<file path="src/rtl/fpsu_defines.svh">
`ifndef FPSU_DEFINES_SVH
`define FPSU_DEFINES_SVH

// ----------------------------------------------------------------------
// Status and control word fields
// ----------------------------------------------------------------------
`define FPSU_RND_MSB        23
`define FPSU_RND_LSB        22
`define FPSU_STEP_MSB       21
`define FPSU_STEP_LSB       20
`define FPSU_CNT_MSB        18
`define FPSU_CNT_LSB        16
`define FPSU_DENORM_BIT     7
`define FPSU_INEXACT_BIT    4
`define FPSU_UNDER_BIT      3
`define FPSU_OVER_BIT       2
`define FPSU_DIVZ_BIT       1
`define FPSU_INVALID_BIT    0
`define FPSU_FLAG_COUNT     6
`define FPSU_STATUS_RST     32'h0000_0000

// ----------------------------------------------------------------------
// Unit enable in the exception control word
// ----------------------------------------------------------------------
`define FPSU_EN_BIT         30
`define FPSU_EN_RST         1'b0

// ----------------------------------------------------------------------
// Coprocessor access field codes
// ----------------------------------------------------------------------
`define FPSU_CP_PRIV_ONLY   2'h1
`define FPSU_CP_FULL        2'h3

// ----------------------------------------------------------------------
// Feature word zero nibbles, top down
// ----------------------------------------------------------------------
`define FPSU_FW0_ROUND      4'h1
`define FPSU_FW0_SHORTVEC   4'h0
`define FPSU_FW0_SQRT       4'h1
`define FPSU_FW0_DIVIDE     4'h1
`define FPSU_FW0_TRAP       4'h0
`define FPSU_FW0_DOUBLE     4'h2
`define FPSU_FW0_SINGLE     4'h2
`define FPSU_FW0_REGFILE    4'h1

// ----------------------------------------------------------------------
// Feature word one nibbles, top down
// ----------------------------------------------------------------------
`define FPSU_FW1_FMAC       4'h1
`define FPSU_FW1_HALF       4'h1
`define FPSU_FW1_VEC_HALF   4'h0
`define FPSU_FW1_VEC_SGL    4'h0
`define FPSU_FW1_VEC_INT    4'h0
`define FPSU_FW1_VEC_LDST   4'h0
`define FPSU_FW1_NAN_PROP   4'h1
`define FPSU_FW1_DENORM     4'h1

`endif

</file>
<file path="src/rtl/fpsu_pkg.sv">
package fpsu_pkg;

    typedef enum logic [1:0]
    {
        FPSU_SEL_STATUS = 2'h0,
        FPSU_SEL_FW0    = 2'h1,
        FPSU_SEL_FW1    = 2'h2,
        FPSU_SEL_EXC    = 2'h3
    } fpsu_sel_e;

    typedef enum logic [1:0]
    {
        FPSU_NEAREST_ROUNDING   = 2'h0,
        FPSU_TOWARD_PLUS_INF    = 2'h1,
        FPSU_TOWARD_MINUS_INF   = 2'h2,
        FPSU_TOWARD_ZERO_ROUND  = 2'h3
    } fpsu_round_e;

    typedef struct packed
    {
        logic        valid;
        logic        write;
        fpsu_sel_e   sel;
        logic [31:0] wdata;
    } fpsu_req_s;

    typedef struct packed
    {
        logic       nonsecure;
        logic       privileged;
        logic       ns_slot_a;
        logic       ns_slot_b;
        logic [1:0] cp_slot_a;
        logic [1:0] cp_slot_b;
    } fpsu_ctx_s;

endpackage

</file>
<file path="src/rtl/fpsu_flag_acc.sv">
`timescale 1ns/100ps
`include "fpsu_defines.svh"

module fpsu_flag_acc
#(
    parameter int N = `FPSU_FLAG_COUNT
)
(
    input  wire logic         clk_sys,
    input  wire logic         nrst,
    input  wire logic [N-1:0] raise,
    input  wire logic         wr_en,
    input  wire logic [N-1:0] wr_val,
    output logic      [N-1:0] flags
);

    // ------------------------------------------------------------------
    // One sticky flag per exception
    // ------------------------------------------------------------------
    genvar i;
    generate
        for (i = 0; i < N; i++)
        begin : g_flag
            logic next_flag;

            // A raise in the clearing cycle still lands
            always_comb
            begin
                next_flag = wr_en ? wr_val[i] : flags[i];
                next_flag = next_flag | raise[i];
            end

            always_ff @(posedge clk_sys or negedge nrst)
            begin
                if (!nrst)
                    flags[i] <= 1'b0;
                else
                    flags[i] <= next_flag;
            end
        end
    endgenerate

endmodule // fpsu_flag_acc

</file>
<file path="src/rtl/fpsu_regs.sv">
// Notes on behaviour
// Rounding select in bits 23:22, four modes
// Legacy vector step field in bits 21:20
// Legacy vector count field in bits 18:16
// Bit 7 sticky denormal input flag
// Bit 4 sticky inexact flag
// Bit 3 sticky underflow flag
// Bit 2 sticky overflow flag
// Bit 1 sticky divide by zero flag
// Bit 0 sticky invalid operation flag
// Core reads and writes whole status word
// Nonsecure access needs both nonsecure slot bits
// Feature words: privileged, coprocessor enabled, unit enabled
// Word zero 31:28 reads 0x1
// Word zero 27:24 reads 0x0
// Word zero 23:20 reads 0x1
// Word zero 19:16 reads 0x1
// Word zero 15:12 reads 0x0
// Word zero 11:8 reads 0x2
// Word zero 7:4 reads 0x2
// Word zero 3:0 reads 0x1
// Feature word zero is read only
// Feature word one fixed capability nibbles
// Unit enable bit, cleared at reset
// Flags stay set until written zero
// Forbidden access changes nothing, answers undefined
`timescale 1ns/100ps
`include "fpsu_defines.svh"

module fpsu_regs
(
    input  wire logic                  clk_sys,
    input  wire logic                  nrst,
    input  wire fpsu_pkg::fpsu_req_s   req,
    input  wire fpsu_pkg::fpsu_ctx_s   ctx,
    input  wire logic [5:0]            exc_raise,
    output logic                       rsp_valid,
    output logic                       rsp_undef,
    output logic [31:0]                rd_data,
    output fpsu_pkg::fpsu_round_e      rounding_select,
    output logic [1:0]                 vector_step,
    output logic [2:0]                 vector_count,
    output logic [5:0]                 exc_flags,
    output logic                       unit_enable
);
    import fpsu_pkg::*;

    // ------------------------------------------------------------------
    // Fixed feature words
    // ------------------------------------------------------------------
    localparam logic [31:0] FW0 =
    {
        `FPSU_FW0_ROUND,
        `FPSU_FW0_SHORTVEC,
        `FPSU_FW0_SQRT,
        `FPSU_FW0_DIVIDE,
        `FPSU_FW0_TRAP,
        `FPSU_FW0_DOUBLE,
        `FPSU_FW0_SINGLE,
        `FPSU_FW0_REGFILE
    };
    localparam logic [31:0] FW1 =
    {
        `FPSU_FW1_FMAC, `FPSU_FW1_HALF,
        `FPSU_FW1_VEC_HALF, `FPSU_FW1_VEC_SGL,
        `FPSU_FW1_VEC_INT, `FPSU_FW1_VEC_LDST,
        `FPSU_FW1_NAN_PROP, `FPSU_FW1_DENORM
    };

    // ------------------------------------------------------------------
    // Access gating
    // ------------------------------------------------------------------
    logic ns_ok;
    logic cp_ok;
    logic access_ok;
    logic status_we;
    logic exc_we;

    function automatic logic slot_ok(input logic [1:0] f, input logic p);
        slot_ok = (f == `FPSU_CP_FULL) || (f == `FPSU_CP_PRIV_ONLY && p);
    endfunction

    always_comb
    begin
        ns_ok = !ctx.nonsecure || (ctx.ns_slot_a && ctx.ns_slot_b);
        cp_ok = slot_ok(ctx.cp_slot_a, ctx.privileged) &&
                slot_ok(ctx.cp_slot_b, ctx.privileged);
        access_ok = 1'b0;
        if (req.sel == FPSU_SEL_STATUS)
            access_ok = ns_ok && cp_ok && unit_enable;
        else if (req.sel == FPSU_SEL_EXC)
            access_ok = ns_ok && cp_ok && ctx.privileged;
        else
            // Feature words cannot be written at all
            access_ok = ns_ok && cp_ok && ctx.privileged
                        && unit_enable && !req.write;
        status_we = req.valid && req.write && access_ok &&
                    req.sel == FPSU_SEL_STATUS;
        exc_we   = req.valid && req.write && access_ok &&
                   req.sel == FPSU_SEL_EXC;
    end

    // ------------------------------------------------------------------
    // Control fields and unit enable
    // ------------------------------------------------------------------
    fpsu_round_e next_rounding_select;
    logic [1:0]  next_vector_step;
    logic [2:0]  next_vector_count;
    logic        next_unit_enable;

    always_comb
    begin
        next_rounding_select = rounding_select;
        next_vector_step     = vector_step;
        next_vector_count    = vector_count;
        next_unit_enable     = unit_enable;
        if (status_we)
        begin
            next_rounding_select =
                fpsu_round_e'(req.wdata[`FPSU_RND_MSB:`FPSU_RND_LSB]);
            next_vector_step  =
                req.wdata[`FPSU_STEP_MSB:`FPSU_STEP_LSB];
            next_vector_count =
                req.wdata[`FPSU_CNT_MSB:`FPSU_CNT_LSB];
        end
        if (exc_we)
            next_unit_enable = req.wdata[`FPSU_EN_BIT];
    end

    always_ff @(posedge clk_sys or negedge nrst)
    begin
        if (!nrst)
        begin
            rounding_select <= fpsu_round_e'(
                `FPSU_STATUS_RST >> `FPSU_RND_LSB);
            vector_step     <= 2'h0;
            vector_count    <= 3'h0;
            unit_enable     <= `FPSU_EN_RST;
        end
        else
        begin
            rounding_select <= next_rounding_select;
            vector_step     <= next_vector_step;
            vector_count    <= next_vector_count;
            unit_enable     <= next_unit_enable;
        end
    end

    // ------------------------------------------------------------------
    // Sticky exception flags
    // ------------------------------------------------------------------
    // Flag order: invalid, divz, over, under, inexact, denormal
    logic [5:0] wr_flags;

    assign wr_flags =
    {
        req.wdata[`FPSU_DENORM_BIT],
        req.wdata[`FPSU_INEXACT_BIT],
        req.wdata[`FPSU_UNDER_BIT],
        req.wdata[`FPSU_OVER_BIT],
        req.wdata[`FPSU_DIVZ_BIT],
        req.wdata[`FPSU_INVALID_BIT]
    };

    fpsu_flag_acc
    #(
        .N      (`FPSU_FLAG_COUNT)
    )
    u_flags
    (
        .clk_sys (clk_sys),
        .nrst    (nrst),
        .raise   (exc_raise),
        .wr_en   (status_we),
        .wr_val  (wr_flags),
        .flags   (exc_flags)
    );

    // ------------------------------------------------------------------
    // Read path and answer
    // ------------------------------------------------------------------
    logic [31:0] status_view;
    logic [31:0] next_rd_data;
    logic        next_rsp_valid;
    logic        next_rsp_undef;

    always_comb
    begin
        // Upper status bits belong elsewhere and read zero here
        status_view = 32'h0000_0000;
        status_view[`FPSU_RND_MSB:`FPSU_RND_LSB]   = rounding_select;
        status_view[`FPSU_STEP_MSB:`FPSU_STEP_LSB] = vector_step;
        status_view[`FPSU_CNT_MSB:`FPSU_CNT_LSB]   = vector_count;
        status_view[`FPSU_DENORM_BIT]  = exc_flags[5];
        status_view[`FPSU_INEXACT_BIT] = exc_flags[4];
        status_view[`FPSU_UNDER_BIT]   = exc_flags[3];
        status_view[`FPSU_OVER_BIT]    = exc_flags[2];
        status_view[`FPSU_DIVZ_BIT]    = exc_flags[1];
        status_view[`FPSU_INVALID_BIT] = exc_flags[0];

        next_rsp_valid = req.valid;
        next_rsp_undef = req.valid && !access_ok;
        next_rd_data   = 32'h0000_0000;
        if (req.valid && access_ok && !req.write)
        begin
            if (req.sel == FPSU_SEL_STATUS)
                next_rd_data = status_view;
            else if (req.sel == FPSU_SEL_FW0)
                next_rd_data = FW0;
            else if (req.sel == FPSU_SEL_FW1)
                next_rd_data = FW1;
            else
                next_rd_data[`FPSU_EN_BIT] = unit_enable;
        end
    end

    always_ff @(posedge clk_sys or negedge nrst)
    begin
        if (!nrst)
        begin
            rsp_valid <= 1'b0;
            rsp_undef <= 1'b0;
            rd_data   <= 32'h0000_0000;
        end
        else
        begin
            rsp_valid <= next_rsp_valid;
            rsp_undef <= next_rsp_undef;
            rd_data   <= next_rd_data;
        end
    end
endmodule // fpsu_regs

</file>
<file path="config.mk">
export PLATFORM = sky130hd
export DESIGN_NAME = fpsu_regs
export DESIGN_NICKNAME = d
export VERILOG_FILES = /design/src/rtl/fpsu_pkg.sv /design/src/rtl/fpsu_flag_acc.sv /design/src/rtl/fpsu_regs.sv
export VERILOG_INCLUDE_DIRS = /design/src /design/src/rtl
export SDC_FILE = /design/constraint.sdc
export NUM_CORES = 1
export LEC_CHECK = 0
export BUFFER_PORTS_ARGS = -buffer_cell sky130_fd_sc_hd__buf_4
export CAP_MARGIN = 40
export CORE_UTILIZATION = 42
export CTS_CLUSTER_DIAMETER = 120
export DETAILED_ROUTE_END_ITERATION = 8
export PLACE_DENSITY = 0.8
export SYNTH_ARGS = -nofsm -noshare
export SYNTH_HDL_FRONTEND = slang
export SYNTH_SLANG_ARGS = --single-unit
export TNS_END_PERCENT = 100
</file>
<file path="constraint.sdc">
create_clock -name clk_sys -period 1.85 [get_ports clk_sys]
set_input_delay 0.2775 -clock clk_sys [delete_from_list [all_inputs] [get_ports clk_sys]]
set_output_delay 0.2775 -clock clk_sys [all_outputs]
set_load 0.02 [all_outputs]
</file>
# After elaboration in Yosys (flattened, before gate mapping)
# Cells that the tools add are included.
dict set report totals {
  regBits 48
  in_bits 52
  output_inout_bits 48
  word_cells 62
}
dict set report classes {
  reduce_logical 23
  eq_ne 7
  n_bitwise 6
  n_mux 13
}
# operator n
set op_table {}
lappend op_table {{$mux W31} 3}
lappend op_table {{$mux W29} 1}
lappend op_table {{$logic_and A1 B1 Y1} 16}
lappend op_table {{$mux W1} 9}
lappend op_table {{$eq A2 B2 Y1 const B} 4}
lappend op_table {{$eq A2 B1 Y1 const B} 3}
lappend op_table {{$or A1 B1 Y1} 6}
lappend op_table {{$logic_not A1 Y1} 3}
lappend op_table {{$logic_or A1 B1 Y1} 3}
lappend op_table {{$logic_not A2 Y1} 1}

# Depth between registers and ports, before layout
# Gate-level depths: netlist (run 1).
dict set report depth {
  depth_word 14
  depth_mapped 7
  ltp_nobuf 6
}

# By module
# Synthesis (run 1) repeated with hierarchy kept, for this count alone.
dict set report unflattened {
  hier_cells 122
  hier_area_um2 1542.7
}
# mod n_inst area_each_um2 seq_area_each_um2 cells_per_inst
set modules_own_cells {}
lappend modules_own_cells {fpsu_regs 1 1278.7 675.6 103}
lappend modules_own_cells {fpsu_flag_acc 1 264.0 150.1 19}

# Least setup slack after synthesis (run 1)
# Ideal clock, no wire load.
dict set report synth_timing {
  path_type {input to register}
  startpoint {input port req[32] in the netlist's numbering}
  endpoint {register rounding_select[0]}
  stages 7
  path_slack_ns -0.052
  required_time_ns 1.725
  setup_time_ns 0.125
  n_path_buf 1
  arrival_time_ns 1.776
  cell_sequence {inv_1 -> ha_1 -> nand2b_4 -> a2111oi_4 -> nand4_4 -> buf_6 -> mux2_4}
}
dict set report synth_between {
  elab_chain_cells 5
  elab_cells_between_ends 6
  cone_classes {eq/ne: 1; mux: 2; reduce/logical: 3}
}
# item line_no
set synth_rtl {}
lappend synth_rtl {{start, declared} fpsu_regs.sv:34} ;# input wire fpsu_pkg::fpsu_req_s req,
lappend synth_rtl {{$eq A2 B2 Y1} fpsu_regs.sv:91} ;# else if (req.sel == FPSU_SEL_EXC)
lappend synth_rtl {{$mux W1} fpsu_regs.sv:91}
lappend synth_rtl {{$mux W1} fpsu_regs.sv:89} ;# if (req.sel == FPSU_SEL_STATUS)
lappend synth_rtl {{$logic_and A1 B1 Y1} fpsu_regs.sv:97} ;# status_we = req.valid && req.write && access_ok &&
lappend synth_rtl {{$logic_and A1 B1 Y1 (*)} fpsu_regs.sv:97}
lappend synth_rtl {{end signal, assigned} fpsu_regs.sv:134} ;# rounding_select <= fpsu_round_e'(
lappend synth_rtl {{end signal, assigned} fpsu_regs.sv:142} ;# rounding_select <= next_rounding_select;
lappend synth_rtl {{end, declared} fpsu_regs.sv:40} ;# output fpsu_pkg::fpsu_round_e rounding_select,
# Every way passes the cells marked *; elsewhere a longest branch is shown, timed or not.
# A chain may end at the register's enable or synchronous reset.

# Worst setup path after layout (run 1)
dict set report layout_timing {
  startpoint {register unit_enable}
  endpoint {register rd_data[22]}
}
dict set report layout_between {
  elab_chain_cells 7
  elab_cells_between_ends 8
  cone_classes {mux: 3; reduce/logical: 5}
}
# item line_no
set layout_rtl {}
lappend layout_rtl {{start, declared} fpsu_regs.sv:44} ;# output logic unit_enable
lappend layout_rtl {{start signal, assigned} fpsu_regs.sv:138} ;# unit_enable <= `FPSU_EN_RST;
lappend layout_rtl {{start signal, assigned} fpsu_regs.sv:145} ;# unit_enable <= next_unit_enable;
lappend layout_rtl {{$logic_and A1 B1 Y1 (2 in series)} fpsu_regs.sv:96} ;# && unit_enable && !req.write;
lappend layout_rtl {{$mux W1} fpsu_regs.sv:91}
lappend layout_rtl {{$mux W1 (*)} fpsu_regs.sv:89}
lappend layout_rtl {{$logic_and A1 B1 Y1 (*) (2 in series)} fpsu_regs.sv:204} ;# if (req.valid && access_ok && !req.write)
lappend layout_rtl {{$mux W31 (*)} fpsu_regs.sv:204}
lappend layout_rtl {{net next_rd_data[22]} fpsu_regs.sv:183} ;# logic [31:0] next_rd_data;
lappend layout_rtl {{end signal, assigned} fpsu_regs.sv:229} ;# rd_data <= next_rd_data;
lappend layout_rtl {{end, declared} fpsu_regs.sv:39} ;# output logic [31:0] rd_data,
# The timed path passes the listed nets; every way through them passes the cells marked *.

==> reports/results.tsv, run 1 <==
metric	value	unit
status	completed	
Inserted Clock Buffers	5	
Crit Reg-Reg Startpoint	unit_enable	
pwr dens	605	nW/um2
WL/cell	12.0	um
Total GRT Usage	17.0	%
Req. time, crit path	2.14	ns
post-CTS setup buffers	0	
Worst path max stage delay	0.43	ns
GRT met3 Usage	7.66	%
initial core utilization	44.8	%
sequential area share after synthesis	53.9	%
Worst Hold Path EP	rsp_valid	
CTS tree	done	
FF-to-FF setup slack	0.18	ns
Mapped Avg Cell Area	12.2	um2
Hold WS	0.112	ns
clock sinks	33	
io pins	100	
total wire length	3040	um
Arr. time, crit path	1.95	ns
DRC violations left	0	
Mapped Area	1530	um2
Detail Route Antenna Nets	0	
Seq cells post-synth	33	
CP Capture Type	flop	
RSZ-0062 raised after global routing	no	
total power	1.30	mW
DR vias/cell	4.53	
M1 GR Usage	17.7	%
Layout Nets	264	
crit-path leading delay family	simple AND/OR/NAND/NOR gates	
chip height	62.4	um
Worst Setup Start Kind	flop	
area grow syn2layout	40.4	%
Min-Delay Path Depth	1	
multi-input logic area	594	um2
cts repair resizes	0	
RD Place Congestion	0.793	
layout cells sized above 1	47.1	%
Fillers	288	
first-pass GRT wire length	5010	um
R2R depth	5	
Max IR drop VDD	271	uV
GRT overflow	0	
Most Crowded Layer GR	met2	
CTS root buf	clkbuf_4	
library cells used by synthesis	26	
Tightest Hold Check Type	in2reg	
commonest non-fill, non-tap cells in the layout	buf_4 (78), dfrtp_1 (33), nor2_1 (18)	
Die Span X	62.4	um
Slowest-stage cell, CP	a2111oi_4	
Register Area	826	um2
fmax	600	MHz
pin count of the biggest net entering global routing	34	
Buf/Inv on CP	2	
initial antenna violation count	0	
routing usage on met2	29.7	%
# diodes	0	
CP Cell Sequence	inv_1 -> a2111oi_4 -> buf_4 -> and4_1 -> and2_1	
Final period util	90.1	%
vias after detailed routing	1151	
final hold violations	0	
Final Setup Violations	0	
Hold Crit Start	req[35]	
worst-path maximum fanout	9	
Starting DRT DRC Count	39	
Post-synth EDFFs	0	
vias in the first global route	1113	
non-filler cells, final	254	
TNS Setup	0	ns
CTS H-tree depth	2	
most common cell after layout, fill and taps aside	buf_4	
placed cells	245	
Static Leakage	1.19	nW
Core ar.	3420	um2
worst setup path startpoint	unit_enable	
Syn Inst Count	126	
Longest Clk Path Bufs	2	
FF-to-FF End	rd_data[22]	
clock latency on the worst-skew pair	0.34	ns
Post-synth ARST share	100	%
clk slew on worst S/H paths	0.10	ns
CP Class	reg2reg	
fin crit period	1.67	ns
Rows	21	
DRT Pass-1 Iters	4	
Final Slew Violations	0	
Die ar.	3890	um2
yosys warns	0	
Final HPWL DP	2400	um
Primary FF master, synth	dfrtp_1	
max cap viols	0	
Port Buffers	67	
Fin Clk Skew	0.0138	ns
flip-flops by register name (all words and copies together) (netlist names):
signal,count
rd_data,17
rounding_select,2
rsp_undef,1
rsp_valid,1
u_flags.flags,6
unit_enable,1
vector_count,3
vector_step,2
worst max path at each step:
stage | depth (start not counted) | slack, ns | endpoint
after floorplan | 7 | 0.001 | rounding_select[0]
after global placement | 8 | -0.07 | rd_data[17]
after detailed placement | 8 | -0.10 | rd_data[22]
after CTS | 5 | 0.15 | u_flags.flags[4]
after global routing | 5 | 0.05 | u_flags.flags[0]
final | 5 | 0.18 | rd_data[22]
cell usage after synthesis, drive strengths merged (2+ instances only):
master	instances	area share, %
dfrtp	33	54
buf	18	8.7
nor2	18	4.4
and2	9	3.7
mux2	8	6.9
inv	7	1.7
mux2i	7	4.6
ha	5	4.1
a21oi	4	1.3
nand2	3	0.74
nand2b	3	1.7
a21boi	2	0.98
layout make-up:
cell class / count / area share (%)
tap: 46 / 2.68
timing repair buffer: 79 / 27.7
inverter: 7 / 1.22
multi-input combinational: 81 / 27.6
clock inverter: 2 / 0.465
clock buffer: 6 / 1.92
sequential: 33 / 38.4
per-layer routing:
metal | vias up | part of all wire, %
met3 | 9 | 7.9
met2 | 52 | 52
met1 | 551 | 39
met5 | - | 0
li1 | 539 | -
met4 | 0 | 1.8
logic make-up (layout without fill, tap and decap cells):
group	after synthesis	count (layout)	synth area share (%)
AND/OR/NAND/NOR	37	37	13.8
adder cells (fa/ha/maj)	5	5	4.08
buffers and inverters	25	94	10.5
other	1	14	0.245
flip-flops	33	33	53.9
multiplexers	15	15	11.4
AO/OA/AOI/OAI	10	10	6.05
worst reg2reg max path, stage by stage (launching register included):
cell,delay [ns]
dfrtp_1,0.39
inv_1,0.10
a2111oi_4,0.43
buf_4,0.20
and4_1,0.34
and2_1,0.17
report_power, final:
part / switching, mW / internal, mW
combinational: 0.0979 / 0.0890
clock: 0.235 / 0.144
sequential: 0.00599 / 0.729
metrics by stage:
step	util, %	worst slack, ns	area, um2
global placement	61.2	-0.0743	2090
floorplan	-	0.00117	1580
detailed placement	61.2	-0.104	2090
finish	63.0	0.182	2150
global route	63.0	0.0511	2150
CTS	63.0	0.149	2150
timing repair:
action / CTS / global route
hold endpoints to repair: 33 / 0
setup endpoints to repair: 0 / 0
hold buffers: 1 / 0
No activity file was read; power rests on OpenSTA's default activity.
==> run 2: changes to the inputs <==
- RECOVER_POWER: unset -> 100
==> run 2 against run 1 <==
Net effect: first-iteration DRC count decreased by 5.1%; largest cell class unchanged; highest routed layer unchanged; non-clock buffer count unchanged; combinational power shrank 6%; critical endpoint is now rd_data[28]; setup slack got worse by 0.0068 ns; maximum frequency fell by 0.41%; worst hold slack better by 0.036 ns.
==> reports/results.tsv, run 2 (same netlist as run 1, synthesis figures left out) <==
metric	value	unit
status	completed	
Die Span X	62.4	um
Starting DRT DRC Count	37	
Detail Route Antenna Nets	0	
Port Buffers	67	
pin count of the biggest net entering global routing	34	
Layout Nets	264	
chip height	62.4	um
Req. time, crit path	2.11	ns
CTS H-tree depth	2	
Tightest Hold Check Type	in2reg	
RSZ-0062 raised after global routing	no	
CP Cell Sequence	inv_1 -> a2111oi_4 -> buf_4 -> o2111ai_2 -> clkbuf_1 -> nor2_1	
fmax	597	MHz
clk slew on worst S/H paths	0.10	ns
initial antenna violation count	0	
CP Class	reg2reg	
Final HPWL DP	2400	um
RD Place Congestion	0.793	
Largest regs	rd_data (17), u_flags.flags (6), vector_count (3)	
fin crit period	1.67	ns
Die ar.	3890	um2
Worst path max stage delay	0.43	ns
post-CTS setup buffers	0	
Final Setup Violations	0	
DRT Pass-1 Iters	4	
pwr dens	648	nW/um2
Max-slew headroom	48.7	%
TNS Setup	0	ns
Worst Setup Start Kind	flop	
Final Slew Violations	0	
Arr. time, crit path	1.93	ns
final hold violations	0	
clock sinks	33	
number of flip-flops in the largest register	17	
Slowest-stage cell, CP	a2111oi_4	
Total GRT Usage	17.0	%
CTS tree	done	
Inserted Clock Buffers	5	
fin area	1990	um2
io pins	100	
GRT overflow	0	
CP Capture Type	flop	
max cap viols	0	
layout cells sized above 1	26.9	%
worst-path maximum fanout	5	
initial core utilization	44.8	%
CTS root buf	clkbuf_4	
Final period util	90.5	%
vias in the first global route	1113	
area grow syn2layout	30.0	%
first-pass GRT wire length	5010	um
Static Leakage	1.02	nW
Rows	21	
area post-placement	2090	um2
WL/cell	12.1	um
largest reg by FF count	rd_data	
Longest Clk Path Bufs	2	
Fin Clk Skew	0.0140	ns
Hold WS	0.148	ns
commonest non-fill, non-tap cells in the layout	clkbuf_1 (39), buf_4 (39), dfrtp_1 (33)	
# diodes	0	
Max IR drop VDD	260	uV
total wire length	3070	um
clock latency on the worst-skew pair	0.34	ns
DRC violations left	0	
Least-Margin Pin Slew	0.770	ns
vias after detailed routing	1151	
DR vias/cell	4.53	
Core ar.	3420	um2
## run 2: per-layer routing
metal,up-vias,global-route usage (%),routed length (um)
met5,-,0,0
met2,52,29.7,1550
met3,9,7.66,241
li1,539,-,-
met1,551,17.7,1220
met4,0,6.69,56
## run 2: worst paths after layout
check,from,to,slack [ns],depth (start not counted)
worst min register to register,u_flags.flags[1],rd_data[1],0.51,1
worst max register to register,unit_enable,rd_data[28],0.18,6
min in group asynchronous,nrst,vector_step[1],0.54,2
worst max-delay path,unit_enable,rd_data[28],0.18,6
max in group asynchronous,nrst,rd_data[0],0.82,2
worst min-delay path,req[23],rounding_select[1],0.15,2
## run 2: what timing repair did
action / CTS / global route
resized for setup: 0 / 0
endpoints found under the hold margin: 33 / 0
hold buffers: 1 / 0
## run 2: through the flow
step                      cells  power, mW  setup slack, ns  utilization, %
after floorplan             139      0.850          0.00117               -
after global placement      245      0.930          -0.0743            61.2
after detailed placement    245      0.936           -0.104            61.2
after CTS                   254       1.32            0.149            63.0
after global routing        254       1.34           0.0452            58.3
final                       254       1.29            0.175            58.3
## run 2: layout make-up
cell class / instances / area [um2]
timing repair buffer: 79 / 450
multi-input combinational: 81 / 579
inverter: 7 / 26.3
fill: 338 / 1430
clock buffer: 6 / 41.3
sequential: 33 / 826
clock inverter: 2 / 10.0
tap: 46 / 57.6
## run 2: power by group
part / internal [mW] / switching [mW]
clock: 0.144 / 0.235
sequential: 0.729 / 0.00558
combinational: 0.0774 / 0.0975
total: 0.951 / 0.338
## run 2: critical path, delay by kind of cell (launching register included)
kind | cells | cell delay (ns)
buf+inv | 3 | 0.48
simple gates | 1 | 0.12
compound gates | 2 | 0.60
flops | 1 | 0.39
